**config.mk**
```make
export PLATFORM = sky130hd
export DESIGN_NAME = bio_exec
export DESIGN_NICKNAME = d
export VERILOG_FILES = /design/src/design/bio_pkg.sv /design/src/design/bio_shift.sv /design/src/design/bio_exec.sv
export VERILOG_INCLUDE_DIRS = /design/src /design/src/design
export SDC_FILE = /design/constraint.sdc
export NUM_CORES = 1
export LEC_CHECK = 0
export BUFFER_PORTS_ARGS = -buffer_cell sky130_fd_sc_hd__buf_4
export CAP_MARGIN = 20
export CORE_MARGIN = 5
export CORE_UTILIZATION = 40
export CTS_BUF_LIST = sky130_fd_sc_hd__clkbuf_16
export CTS_CLUSTER_SIZE = 8
export DETAILED_ROUTE_END_ITERATION = 10
export HOLD_SLACK_MARGIN = 0.06
export PLACE_DENSITY = 0.71
export SLEW_MARGIN = 20
export SYNTH_ARGS = -nofsm -noshare
export SYNTH_HDL_FRONTEND = slang
export SYNTH_HIERARCHICAL = 1
export SYNTH_SLANG_ARGS = --single-unit
```
**constraint.sdc**
```tcl
create_clock -name clk_sys_i -period 4.8 [get_ports clk_sys_i]
set_clock_uncertainty 0.1 [all_clocks]
set_input_delay 0 -clock clk_sys_i [delete_from_list [all_inputs] [get_ports clk_sys_i]]
set_output_delay 0 -clock clk_sys_i [all_outputs]
set_load 0.05 [all_outputs]
```
**src/design/bio_params.svh**
```systemverilog
/*
 * Constants for the branch, I/O-bit and shift execution block: register
 * offsets, field positions, reset values and cycle counts.
 * Assumes it is included by bare name from bio_shift and bio_exec.
 */
// Function
// - Overflow clear: jump to pc plus offset plus one
// - Interrupts enabled: jump, flags untouched
// - Interrupts disabled: jump, else fall through
// - Set one I/O bit, two cycles
// - Clear one I/O bit, two cycles
// - Shift left, update Z C N V, one cycle
`ifndef BIO_PARAMS_SVH
`define BIO_PARAMS_SVH

// ****************************************************************
// Register offsets (byte addresses)
// ****************************************************************
`define BIO_OFS_CTRL    8'h00
`define BIO_OFS_PC      8'h04
`define BIO_OFS_FLAGS   8'h08

// ****************************************************************
// Field positions and reset values
// ****************************************************************
`define BIO_CTRL_EN     0
`define BIO_CTRL_RST    1'h1
`define BIO_FLG_Z       0
`define BIO_FLG_C       1
`define BIO_FLG_N       2
`define BIO_FLG_V       3

// ****************************************************************
// Cycle counts
// ****************************************************************
`define BIO_CYC_BR_MISS 1
`define BIO_CYC_BR_HIT  2
`define BIO_CYC_IOBIT   2
`define BIO_CYC_SHIFT   1

`endif

```
**src/design/bio_pkg.sv**
```systemverilog
/*
 * Types shared by the execution block: instruction codes and states.
 * Assumes nothing beyond a SystemVerilog compiler.
 */
`default_nettype none
package bio_pkg;

   typedef enum logic [2:0] {
      BIO_OP_NONE   = 3'h0,
      BIO_OP_BR_OVC = 3'h1,
      BIO_OP_BR_IEN = 3'h2,
      BIO_OP_BR_IDS = 3'h3,
      BIO_OP_IO_SET = 3'h4,
      BIO_OP_IO_CLR = 3'h5,
      BIO_OP_SHL    = 3'h6
   } bio_op_t;

   // Gray along idle -> flush and idle -> rmw
   typedef enum logic [1:0] {
      BIO_ST_IDLE  = 2'h0,
      BIO_ST_FLUSH = 2'h1,
      BIO_ST_RMW   = 2'h2
   } bio_state_t;

endpackage
`default_nettype wire

```
**src/design/bio_shift.sv**
```systemverilog
/*
 * Logical shift left of one working register with flag results.
 * Assumes the operand is stable in the cycle it is evaluated.
 */
`timescale 1ns/1ns
`default_nettype none
`include "bio_params.svh"

module bio_shift (
   input  wire logic [7:0] rd_i,
   output logic      [7:0] res_o,
   output logic      [3:0] flags_o
);

   // The shifted-out bit becomes carry; overflow is N xor C
   assign res_o                 = {rd_i[6:0], 1'b0};
   assign flags_o[`BIO_FLG_C]   = rd_i[7];
   assign flags_o[`BIO_FLG_N]   = rd_i[6];
   assign flags_o[`BIO_FLG_Z]   = (rd_i[6:0] == 7'h00);
   assign flags_o[`BIO_FLG_V]   = rd_i[7] ^ rd_i[6];

endmodule
`default_nettype wire

```
**src/design/bio_exec.sv**
```systemverilog
/*
 * Executes three conditional relative branches, set/clear of one I/O
 * register bit and logical shift left; owns the program counter.
 * Assumes instructions arrive synchronous to clk_sys_i and that the I/O
 * space answers a read strobe with data in the following cycle.
 */
// Design decisions made here: the register addresses and the plain strobed port.
`timescale 1ns/1ns
`default_nettype none
`include "bio_params.svh"

module bio_exec #(
   parameter int PCW = 10
) (
   input  wire logic             clk_sys_i,
   input  wire logic             rst_i,
   input  wire logic             ce_i,
   input  wire logic             instr_valid_i,
   input  wire bio_pkg::bio_op_t instr_op_i,
   input  wire logic [6:0]       instr_k_i,
   input  wire logic [4:0]       instr_io_i,
   input  wire logic [2:0]       instr_bit_i,
   input  wire logic [7:0]       rd_val_i,
   input  wire logic             v_flag_i,
   input  wire logic             i_flag_i,
   output logic                  ready_o,
   output logic                  flush_o,
   output logic [PCW-1:0]        pc_o,
   output logic [4:0]            io_addr_o,
   output logic                  io_re_o,
   input  wire logic [7:0]       io_rdata_i,
   output logic                  io_we_o,
   output logic [7:0]            io_wdata_o,
   output logic                  rd_we_o,
   output logic [7:0]            rd_res_o,
   output logic                  flags_we_o,
   output logic [3:0]            flags_o,
   input  wire logic [7:0]       reg_addr_i,
   input  wire logic [31:0]      reg_wdata_i,
   input  wire logic             reg_we_i,
   input  wire logic             reg_re_i,
   output logic [31:0]           reg_rdata_o
);

   // ****************************************************************
   // State
   // ****************************************************************
   bio_pkg::bio_state_t state;
   bio_pkg::bio_state_t next_state;
   logic                en;
   logic [4:0]          io_addr_q;
   logic [2:0]          bit_q;
   logic                set_q;
   logic [PCW-1:0]      next_pc;
   logic [7:0]          shl_res;
   logic [3:0]          shl_flags;

   // ****************************************************************
   // Decode
   // ****************************************************************
   wire logic acc       = instr_valid_i && ready_o;
   wire logic is_br_ovc = instr_op_i == bio_pkg::BIO_OP_BR_OVC;
   wire logic is_br_ien = instr_op_i == bio_pkg::BIO_OP_BR_IEN;
   wire logic is_br_ids = instr_op_i == bio_pkg::BIO_OP_BR_IDS;
   wire logic is_io     = instr_op_i == bio_pkg::BIO_OP_IO_SET ||
                          instr_op_i == bio_pkg::BIO_OP_IO_CLR;
   wire logic is_shl    = instr_op_i == bio_pkg::BIO_OP_SHL;
   wire logic taken     = (is_br_ovc && !v_flag_i)
                       || (is_br_ien && i_flag_i)
                       || (is_br_ids && !i_flag_i);
   wire logic [PCW-1:0] k_ext = PCW'({{(PCW-7){instr_k_i[6]}}, instr_k_i});
   wire logic [PCW-1:0] pc_seq = pc_o + PCW'(1);
   wire logic [PCW-1:0] pc_jmp = pc_o + k_ext + PCW'(1);

   wire logic sel_ctrl  = reg_addr_i == `BIO_OFS_CTRL;
   wire logic sel_pc    = reg_addr_i == `BIO_OFS_PC;
   wire logic sel_flags = reg_addr_i == `BIO_OFS_FLAGS;
   wire logic [31:0] rd_mux =
      sel_ctrl  ? 32'({en})    :
      sel_pc    ? 32'(pc_o)    :
      sel_flags ? 32'(flags_o) : 32'h0;

   // ****************************************************************
   // Sequencing
   // ****************************************************************
   // Not allowed to accept while flushing or finishing a bit update
   assign ready_o  = ce_i && en && state == bio_pkg::BIO_ST_IDLE;
   assign flush_o  = state == bio_pkg::BIO_ST_FLUSH;
   assign next_pc  = (acc && taken) ? pc_jmp : pc_seq;

   always_comb begin
      next_state = bio_pkg::BIO_ST_IDLE;
      unique case (state)
         bio_pkg::BIO_ST_IDLE: begin
            if (acc && taken)
               next_state = bio_pkg::BIO_ST_FLUSH;
            else if (acc && is_io)
               next_state = bio_pkg::BIO_ST_RMW;
         end
         bio_pkg::BIO_ST_FLUSH: next_state = bio_pkg::BIO_ST_IDLE;
         bio_pkg::BIO_ST_RMW:   next_state = bio_pkg::BIO_ST_IDLE;
         default:               next_state = bio_pkg::BIO_ST_IDLE;
      endcase
   end

   always_ff @(posedge clk_sys_i or posedge rst_i) begin
      if (rst_i)
         state <= bio_pkg::BIO_ST_IDLE;
      else if (ce_i)
         state <= next_state;
   end

   // An instruction retiring in the same cycle wins over a bus write
   always_ff @(posedge clk_sys_i or posedge rst_i) begin
      if (rst_i)
         pc_o <= '0;
      else if (ce_i && acc)
         pc_o <= next_pc;
      else if (ce_i && reg_we_i && sel_pc)
         pc_o <= reg_wdata_i[PCW-1:0];
   end

   // ****************************************************************
   // I/O bit read-modify-write
   // ****************************************************************
   // Address is live in the accept cycle so the read returns next cycle
   assign io_addr_o = (state == bio_pkg::BIO_ST_RMW) ? io_addr_q
                                                     : instr_io_i;
   assign io_re_o   = acc && is_io;
   assign io_we_o   = ce_i && state == bio_pkg::BIO_ST_RMW;

   for (genvar g = 0; g < 8; g++) begin : g_bit
      assign io_wdata_o[g] = (bit_q == 3'(g)) ? set_q
                                              : io_rdata_i[g];
   end

   always_ff @(posedge clk_sys_i or posedge rst_i) begin
      if (rst_i) begin
         io_addr_q <= 5'h00;
         bit_q     <= 3'h0;
         set_q     <= 1'b0;
      end else if (ce_i && acc && is_io) begin
         io_addr_q <= instr_io_i;
         bit_q     <= instr_bit_i;
         set_q     <= instr_op_i == bio_pkg::BIO_OP_IO_SET;
      end
   end

   // ****************************************************************
   // Shift and flags
   // ****************************************************************
   bio_shift bio_shift_inst (
      .rd_i    (rd_val_i),
      .res_o   (shl_res),
      .flags_o (shl_flags)
   );

   // Only the shift touches flags; branches and bit ops leave them
   always_ff @(posedge clk_sys_i or posedge rst_i) begin
      if (rst_i) begin
         rd_we_o    <= 1'b0;
         flags_we_o <= 1'b0;
         rd_res_o   <= 8'h00;
         flags_o    <= 4'h0;
      end else if (ce_i) begin
         rd_we_o    <= acc && is_shl;
         flags_we_o <= acc && is_shl;
         if (acc && is_shl) begin
            rd_res_o <= shl_res;
            flags_o  <= shl_flags;
         end
      end
   end

   // ****************************************************************
   // Register port
   // ****************************************************************
   always_ff @(posedge clk_sys_i or posedge rst_i) begin
      if (rst_i) begin
         en          <= `BIO_CTRL_RST;
         reg_rdata_o <= 32'h0;
      end else if (ce_i) begin
         if (reg_we_i && sel_ctrl)
            en <= reg_wdata_i[`BIO_CTRL_EN];
         reg_rdata_o <= reg_re_i ? rd_mux : 32'h0;
      end
   end
endmodule
`default_nettype wire

```
==> impl_metrics.py, run 1 <==
metrics = {
    "yosys": {
        "synth_edf_count": 0,
        "netlist.area_leader.share": 0.350,
        "seq_area_frac_synth": 0.358,
        "synthFlopType": "dfrtp_1",
        "synthTopCellsByCount": "44 x dfrtp_1, 39 x nand2_1, 33 x buf_4",
        "yosys_register_bits": 45,
        "synthArstFlopShare": 1.00,
        "ys_warn_count": 6,
        "synth_area_um2": 3150,
        "synthTopCellsByArea": "dfrtp_1 35%, buf_4 7.9%, mux2_2 6.1%",
        "synthCells": 330,
        "synth_top_area_cell": "dfrtp_1",
        "synthesis.area_per_instance_um2": 9.54,
        "ys_types": 60,
        "synth.most_common_cell": "dfrtp_1",
    },
    "floorplan": {
        "die_height_um": 98.7,
        "core_um2": 7690,
        "ios": 155,
        "dieWidth_um": 98.7,
        "start_util": 0.410,
        "rows": 32,
        "dieArea_um2": 9750,
    },
    "timing": {
        "rsz0062_at_grt": "false",
        "finalCriticalPeriod_ps": 2940,
        "worstMarginPinSlew_ps": 811,
        "relSlewSlack": 0.459,
        "tns_ps": 0,
        "fmax_ghz": 0.341,
        "hold_viol": 0,
        "drv_slew": 0,
        "setup_viol": 0,
        "fin_crit_sh": 0.612,
    },
    "drt": {
        "vias": 2850,
        "routedLengthMet1_um": 3750,
        "top_layer": "met4",
        "drt-initial-drc-count": 128,
        "wl_met2_um": 4250,
        "routed_wl_um": 8600,
        "ant_nets": 0,
        "dr.pass1.iters": 4,
        "dr_wl_met3_um": 561,
        "drcViolationCount": 0,
        "wl_per_cell_um": 15.3,
        "via_per_inst": 5.08,
    },
    "global_route": {
        "grt_usage": 0.169,
        "grt_pass1_vias": 2748,
        "grt.overflow.total": 0,
        "antenna_found_initial": 0,
        "grt_max_degree": 46,
        "grt_pass1_wl_um": 13600,
    },
    "clock_network": {
        "cts_sinks": 45,
        "cts_htree_levels": 2,
        "postCtsHoldBufs": 35,
        "post_cts_buffers": 0,
        "cts_resized": 0,
        "clk_latency_ps": 280,
        "ctsRootBufferMaster": "clkbuf_16",
        "cts_tree": "yes",
        "ctsLongestPathBuffers": 2,
        "cts_buffers": 5,
        "clk_pin_slew_ps": 60,
    },
    "cells_and_area": {
        "n_antenna_cell": 0,
        "fillers": 705,
        "drive_above_1_share": 0.338,
        "fin_cells": 561,
        "syn2layout_area_growth_pct": 38.3,
        "fin_nets": 551,
    },
    "placed_design": {
        "place_inst": 518,
        "io_buffers": 110,
        "dp_hpwl_um": 6420,
        "gp_congestion": 0.814,
    },
    "setup_path": {
        "path_class": "register to register",
        "cp-start-kind": "register",
        "arrival_ps": 3000,
        "critPathRequiredTime_ps": 4860,
        "cp-end-kind": "register",
        "worstPathMaxFanout": 8,
    },
    "pwr": {
        "power_density_nw_per_um2": 264,
        "ir_drop_v": 0.000156,
        "p_leak_nw": 2.19,
    },
    "job": {
        "drv_cap": 0,
    },
    "run_status": {
        "status": "finished, final reports clean",
    },
    "hold_path": {
        "hold_class": "input port to register",
    },
}
[layer usage]
metal	vias to the layer above	GRT usage
met1	1382	0.227
met3	4	0.0403
met5	-	0
met2	96	0.282
li1	1368	-
met4	0	0.0294
[critical path, cell delays in order, from the launching register on]
cell and delay (ps):
dfrtp_1 480, ha_1 390, o21ai_1 190, a211oi_1 70
or4_1 540, a21oi_1 240, xnor2_1 150, a21oi_1 80
dlygate4sd3_1 580
[worst paths after layout]
kind,slack (ps),startpoint,endpoint,depth (start not counted)
min in group asynchronous,340,rst_i,state[1],3
worst min-delay path,60,instr_valid_i,pc_o[1],3
worst max register to register,1860,pc_o[2],pc_o[9],8
worst max-delay path,1860,pc_o[2],pc_o[9],8
worst min register to register,380,io_addr_q[0],io_addr_q[0],2
max in group asynchronous,3780,rst_i,reg_rdata_o[6],3
[cell families (layout without fill, tap and decap cells)]
family,Yosys count,after routing,share of synthesized area
AO/OA/AOI/OAI,62,62,0.132
XOR/XNOR,11,11,0.0306
adder cells (fa/ha/maj),11,11,0.0461
buffers and inverters,58,166,0.116
flip-flops,45,45,0.358
multiplexers,33,33,0.126
other,2,23,0.00238
AND/OR/NAND/NOR,108,108,0.189
[flip-flops by register name, summed over array words and instances, names as in the netlist]
signal and cells:
en 1, pc_o 10, set_q 1, flags_o 4
reg_rdata_o 10, rd_res_o 8, io_addr_q 5, bit_q 3
state 2, flags_we_o 1
[layout by cell type (no fill, tap or decap), types with 5 or more instances in the layout]
master	count
a211oi_1	7
ha_1	10
clkbuf_16	5
dfrtp_1	44
conb_1	23
mux2_4	9
a21oi_1	13
nand4_1	5
o21ai_0	14
xor2_1	6
dlygate4sd3_1	35
mux2i_1	7
a22o_1	6
inv_1	10
nand3_1	6
and3_1	6
nor2_1	16
mux2_2	17
buf_4	110
xnor2_1	5
nand2_1	39
nor3_1	5
[layout make-up]
class	instances	area [um^2]	area share
tap	102	128	0.0293
inverter	13	50.0	0.0115
clock inverter	3	12.5	0.00287
timing repair buffer	145	1180	0.270
clock buffer	5	125	0.0287
sequential	45	1130	0.259
multi-input combinational	248	1740	0.399
[where the power goes]
| group | internal [mW] | switching (mW) |
|---|---|---|
| Clock | 0.188 | 0.138 |
| Sequential | 0.398 | 0.0388 |
| Combinational | 0.153 | 0.232 |
| Total | 0.740 | 0.409 |
[per-stage QoR]
stage          hold slack (ps)  instance area, um^2  utilization  worst slack [ps]  power, mW
2_1_floorplan             5.44                 3230            -              2230      0.706
3_3_place_gp              95.8                 3870        0.503              2210      0.798
3_5_place_dp              96.5                 3870        0.503              2160      0.805
4_1_cts                   63.7                 4350        0.566              1890       1.16
5_1_grt                   84.4                 4360        0.567              1770       1.21
6_report                  60.4                 4360        0.567              1860       1.15
Note: power is estimated with default switching activity, not from simulation.
==> inputs of run 2 (changes only) <==
ABC_AREA = 1   (was unset)
PLACE_DENSITY = 0.74   (was 0.71)
clock period = 2.45 ns   (was 4.8 ns; I/O delays follow)
==> impl_metrics.py, run 2 <==
metrics = {
    "drt": {
        "dr.pass1.iters": 4,
        "top_layer": "met4",
        "drt-initial-drc-count": 100,
        "vias": 3324,
        "wl_per_cell_um": 12.6,
        "wl_met2_um": 4250,
        "routedLengthMet1_um": 3830,
        "ant_nets": 0,
        "via_per_inst": 4.73,
        "drcViolationCount": 0,
        "routed_wl_um": 8850,
        "dr_wl_met3_um": 721,
    },
    "yosys": {
        "ys_types": 37,
        "synthFlopType": "dfrtp_1",
        "synthArstFlopShare": 1.00,
        "synth_edf_count": 0,
        "synthCells": 464,
        "ys_warn_count": 6,
        "synth_area_um2": 3220,
        "netlist.area_leader.share": 0.342,
        "synthTopCellsByArea": "dfrtp_1 34%, nand2_1 18%, buf_4 8.4%",
        "yosys_register_bits": 45,
        "synthTopCellsByCount": "154 x nand2_1, 54 x inv_1, 44 x dfrtp_1",
        "synthesis.area_per_instance_um2": 6.94,
        "synth.most_common_cell": "nand2_1",
        "seq_area_frac_synth": 0.350,
        "synth_top_area_cell": "dfrtp_1",
    },
    "clock_network": {
        "clk_latency_ps": 280,
        "cts_tree": "yes",
        "ctsLongestPathBuffers": 2,
        "cts_buffers": 5,
        "cts_sinks": 45,
        "cts_htree_levels": 2,
        "clk_pin_slew_ps": 70,
        "ctsRootBufferMaster": "clkbuf_16",
    },
    "pwr": {
        "p_leak_nw": 2.49,
        "ir_drop_v": 0.000312,
        "pwr-share-comb": 0.328,
        "p_sw_mw": 0.858,
        "power_density_nw_per_um2": 529,
        "pwr-share-clk": 0.323,
        "finalPower_mw": 2.40,
        "p_sw_frac": 0.358,
        "power.share.sequential": 0.349,
        "p_int_mw": 1.54,
    },
    "floorplan": {
        "core_um2": 7770,
        "dieWidth_um": 99.7,
        "rows": 32,
        "start_util": 0.415,
        "dieArea_um2": 9950,
        "die_height_um": 99.7,
        "ios": 155,
    },
    "cells_and_area": {
        "final_cell_mix": "154 x nand2_1, 112 x buf_4, 53 x inv_1",
        "drive_above_1_share": 0.223,
        "fillers": 751,
        "layout_commonest_cell": "nand2_1",
        "top_regs": "pc_o: 10 flops, reg_rdata_o: 10 flops, rd_res_o: 8 flops",
        "syn2layout_area_growth_pct": 40.6,
        "n_antenna_cell": 0,
        "fin_nets": 693,
    },
    "timing": {
        "setup_viol": 0,
        "finalCriticalPeriod_ps": 2250,
        "tns_ps": 0,
        "setup_ws_ps": 202,
        "fmax_ghz": 0.445,
        "fin_crit_sh": 0.918,
        "relSlewSlack": 0.474,
        "drv_slew": 0,
        "rsz0062_at_grt": "false",
        "hold_viol": 0,
        "worstMarginPinSlew_ps": 788,
    },
    "placed_design": {
        "pre_cts_ws_ps": 423,
        "dp_hpwl_um": 6710,
        "io_buffers": 110,
        "gp_congestion": 0.911,
    },
    "global_route": {
        "grt_pass1_wl_um": 14300,
        "grt_usage": 0.175,
        "grt.overflow.total": 0,
        "antenna_found_initial": 0,
        "grt_pass1_vias": 3095,
        "grt_max_degree": 46,
    },
    "setup_path": {
        "path_class": "register to register",
        "cp-start-kind": "register",
        "critPathRequiredTime_ps": 2550,
        "worstPathMaxFanout": 15,
        "cp-end-kind": "register",
        "arrival_ps": 2350,
    },
    "hold_path": {
        "hold_class": "input port to register",
    },
    "run_status": {
        "status": "finished, final reports clean",
    },
    "job": {
        "drv_cap": 0,
    },
}
==> run 2: changes by cell type after synthesis, moves of 12 or more <==
cell / delta
nor2_1: +12
nand2_1: +115
nand3_1: +31
o21ai_0: +26
inv_1: +43
mux2_2: -17
==> run 2: final cells by class <==
cell class | count | area, um^2 | area share
Timing Repair Buffer | 150 | 1230 | 0.272
Inverter | 57 | 220 | 0.0486
Tap cell | 102 | 128 | 0.0282
Clock buffer | 5 | 125 | 0.0276
Clock inverter | 3 | 46.3 | 0.0102
Sequential cell | 45 | 1130 | 0.249
Multi-Input combinational cell | 341 | 1650 | 0.364
==> run 2: worst max-delay path: stages, from the launching register on <==
cell,delay [ps]
dfstp_2,550
nand2_2,80
nor3_4,180
inv_2,160
nor3_4,250
buf_12,150
nand2_1,50
dlygate4sd3_1,550
o21ai_0,70
==> run 2: worst paths after layout <==
path	startpoint	to	slack, ps	cells past startpoint
worst min register to register	rd_res_o[6]	rd_res_o[6]	390	2
min in group asynchronous	rst_i	reg_rdata_o[4]	300	3
worst max register to register	en	io_addr_q[0]	200	8
worst min-delay path	reg_re_i	reg_rdata_o[0]	70	5
max in group asynchronous	rst_i	pc_o[6]	1470	3
worst max-delay path	en	io_addr_q[0]	200	8
==> run 2: timing repair <==
action / in CTS / in global routing
endpoints found under the setup margin: 0 / 5
buffers inserted: 0 / 2
hold buffers: 37 / 0
hold endpoints to repair: 80 / 0
resized for setup: 0 / 0
==> run 2: per-layer routing <==
metal	GRT usage	up-vias
met5	0	-
met4	0.0336	0
met3	0.0449	6
met2	0.298	113
met1	0.225	1516
li1	-	1689
==> run 2: metrics by stage <==
step	hold WS (ps)	std cells	cell area, um^2	utilization
2_1_floorplan	-3.55	485	3300	-
3_3_place_gp	106	656	3960	0.510
3_5_place_dp	108	656	3960	0.510
4_1_cts	65.9	701	4500	0.579
5_1_grt	131	703	4530	0.583
6_report	68.6	703	4530	0.583
==> run 2: kinds of logic after synthesis <==
| family | synth area share |
|---|---|
| DFF | 0.350 |
| muxes | 0.00311 |
| AOI/OAI and AO/OA | 0.110 |
| buffers and inverters | 0.162 |
| other | 0.00233 |
| adders and majority gates | 0.0451 |
| and+or+nand+nor | 0.311 |
| xor gates and xnor gates | 0.0163 |
==> run 2: power by group through the flow <==
stage	Clock, mW	Sequential (mW)	Combinational (mW)
2_1_floorplan	0	0.942	0.459
3_3_place_gp	0	0.849	0.731
3_5_place_dp	0	0.851	0.741
4_1_cts	0.781	0.837	0.784
5_1_grt	0.813	0.846	0.856
6_report	0.774	0.836	0.787
==> inputs of run 3 (changes only) <==
REMOVE_ABC_BUFFERS = 1   (was unset)
==> impl_metrics.py, run 3 (synthesis results as in run 2) <==
metrics = {
    "run_status": {
        "status": "finished, final reports clean",
    },
    "setup_path": {
        "cp-start-kind": "register",
        "cpPeakStageDelay_ps": 550,
        "cp_slowest_cell": "dfstp_2",
        "cp-end-kind": "register",
        "worstPathMaxFanout": 15,
        "critPathRequiredTime_ps": 2540,
        "path_class": "register to register",
        "path_common_cell": "nor3_4",
        "path_cells": "nand2_2 -> nor3_4 -> inv_2 -> nor3_4 -> buf_12 -> nand2_1 -> dlygate4sd3_1 -> o21ai_0",
        "arrival_ps": 2340,
    },
    "clock_network": {
        "cts_buffers": 5,
        "ctsRootBufferMaster": "clkbuf_16",
        "clk_pin_slew_ps": 60,
        "clk_latency_ps": 280,
        "cts_tree": "yes",
        "cts_sinks": 45,
        "ctsLongestPathBuffers": 2,
        "cts_htree_levels": 2,
    },
    "cells_and_area": {
        "final_cell_mix": "154 x nand2_1, 112 x buf_4, 53 x inv_1",
        "drive_above_1_share": 0.223,
        "top_regs": "pc_o: 10 flops, reg_rdata_o: 10 flops, rd_res_o: 8 flops",
        "layout_commonest_cell": "nand2_1",
        "n_antenna_cell": 0,
        "fin_nets": 693,
        "syn2layout_area_growth_pct": 41.1,
    },
    "drt": {
        "routed_wl_um": 8940,
        "drt-initial-drc-count": 146,
        "drcViolationCount": 0,
        "dr.pass1.iters": 7,
        "wl_per_cell_um": 12.7,
        "vias": 3339,
        "via_per_inst": 4.75,
        "ant_nets": 0,
    },
    "pwr": {
        "p_int_mw": 1.64,
        "pwr-share-comb": 0.318,
        "p_leak_nw": 2.50,
        "power.share.sequential": 0.338,
        "p_sw_mw": 0.838,
        "ir_drop_v": 0.000401,
        "pwr-share-clk": 0.344,
        "power_density_nw_per_um2": 545,
        "p_sw_frac": 0.338,
    },
    "placed_design": {
        "pre_cts_ws_ps": 423,
        "dp_hpwl_um": 6920,
        "io_buffers": 110,
        "gp_congestion": 0.925,
    },
    "floorplan": {
        "ios": 155,
        "dieArea_um2": 9950,
        "dieWidth_um": 99.7,
        "core_um2": 7770,
        "start_util": 0.415,
        "die_height_um": 99.7,
        "rows": 32,
    },
    "global_route": {
        "grt_usage": 0.174,
        "antenna_found_initial": 0,
        "grt_pass1_wl_um": 14400,
        "grt_pass1_vias": 3180,
        "grt_max_degree": 46,
        "grt.overflow.total": 0,
    },
    "job": {
        "drv_cap": 0,
    },
    "timing": {
        "worstMarginPinSlew_ps": 937,
        "rsz0062_at_grt": "false",
        "tns_ps": 0,
        "setup_ws_ps": 199,
        "setup_viol": 0,
        "fin_crit_sh": 0.919,
        "finalCriticalPeriod_ps": 2250,
        "hold_slack_ps": 83.1,
        "hold_viol": 0,
        "drv_slew": 0,
        "fmax_ghz": 0.444,
        "relSlewSlack": 0.375,
    },
    "hold_path": {
        "hold_class": "input port to register",
    },
}
==> run 3: path summary, 6_finish.rpt <==
check / start / depth (start not counted) / endpoint / slack (ps)
setup reg to reg: en / 8 / bit_q[1] / 200
hold reg to reg: rd_res_o[0] / 2 / rd_res_o[0] / 380
max in group asynchronous: rst_i / 3 / pc_o[0] / 1270
min in group asynchronous: rst_i / 3 / rd_res_o[2] / 400
setup / recovery: en / 8 / bit_q[1] / 200
hold / removal: reg_re_i / 5 / reg_rdata_o[0] / 80
==> run 3: power by group through the flow <==
| stage | Sequential (mW) | Combinational [mW] | Clock, mW |
|---|---|---|---|
| 2_1_floorplan | 0.942 | 0.418 | 0 |
| 3_3_place_gp | 0.849 | 0.731 | 0 |
| 3_5_place_dp | 0.851 | 0.743 | 0 |
| 4_1_cts | 0.837 | 0.786 | 0.869 |
| 5_1_grt | 0.844 | 0.858 | 0.904 |
| 6_report | 0.837 | 0.787 | 0.852 |
==> run 3: per-stage QoR <==
stage                     utilization  power [mW]  cells  area (um^2)
final                           0.585        2.48    703         4550
after global routing            0.585        2.61    703         4550
after CTS                       0.582        2.49    701         4520
after detailed placement        0.510        1.59    656         3960
after global placement          0.510        1.58    656         3960
after floorplan                     -        1.36    443         3000
==> run 3: worst max-delay path, delay by kind of cell (launching register included) <==
family	cells	cell delay, ps
AOI/OAI and AO/OA	1	80
buffers and inverters	3	860
DFF	1	550
and+or+nand+nor	4	560
==> run 3: metal layers <==
metal / track usage / share of wire
met5: 0 / 0
met3: 0.0323 / 0.062
met4: 0.0336 / 0.0073
met1: 0.219 / 0.42
met2: 0.310 / 0.51
==> run 3: what timing repair did <==
| action | in CTS | in global routing |
|---|---|---|
| gates resized for setup | 0 | 0 |
| endpoints found under the hold margin | 80 | 0 |
| hold buffers | 37 | 0 |
| buffers inserted | 0 | 2 |
| setup endpoints to repair | 0 | 5 |
==> run 3: area by class of cell <==
type                            instances  area (um^2)
Multi-Input combinational cell        341         1650
Sequential cell                        45         1130
Inverter                               57          219
Clock inverter                          3         65.1
Fill cell                             743         3220
Tap cell                              102          128
Clock buffer                            5          125
Timing Repair Buffer                  150         1230
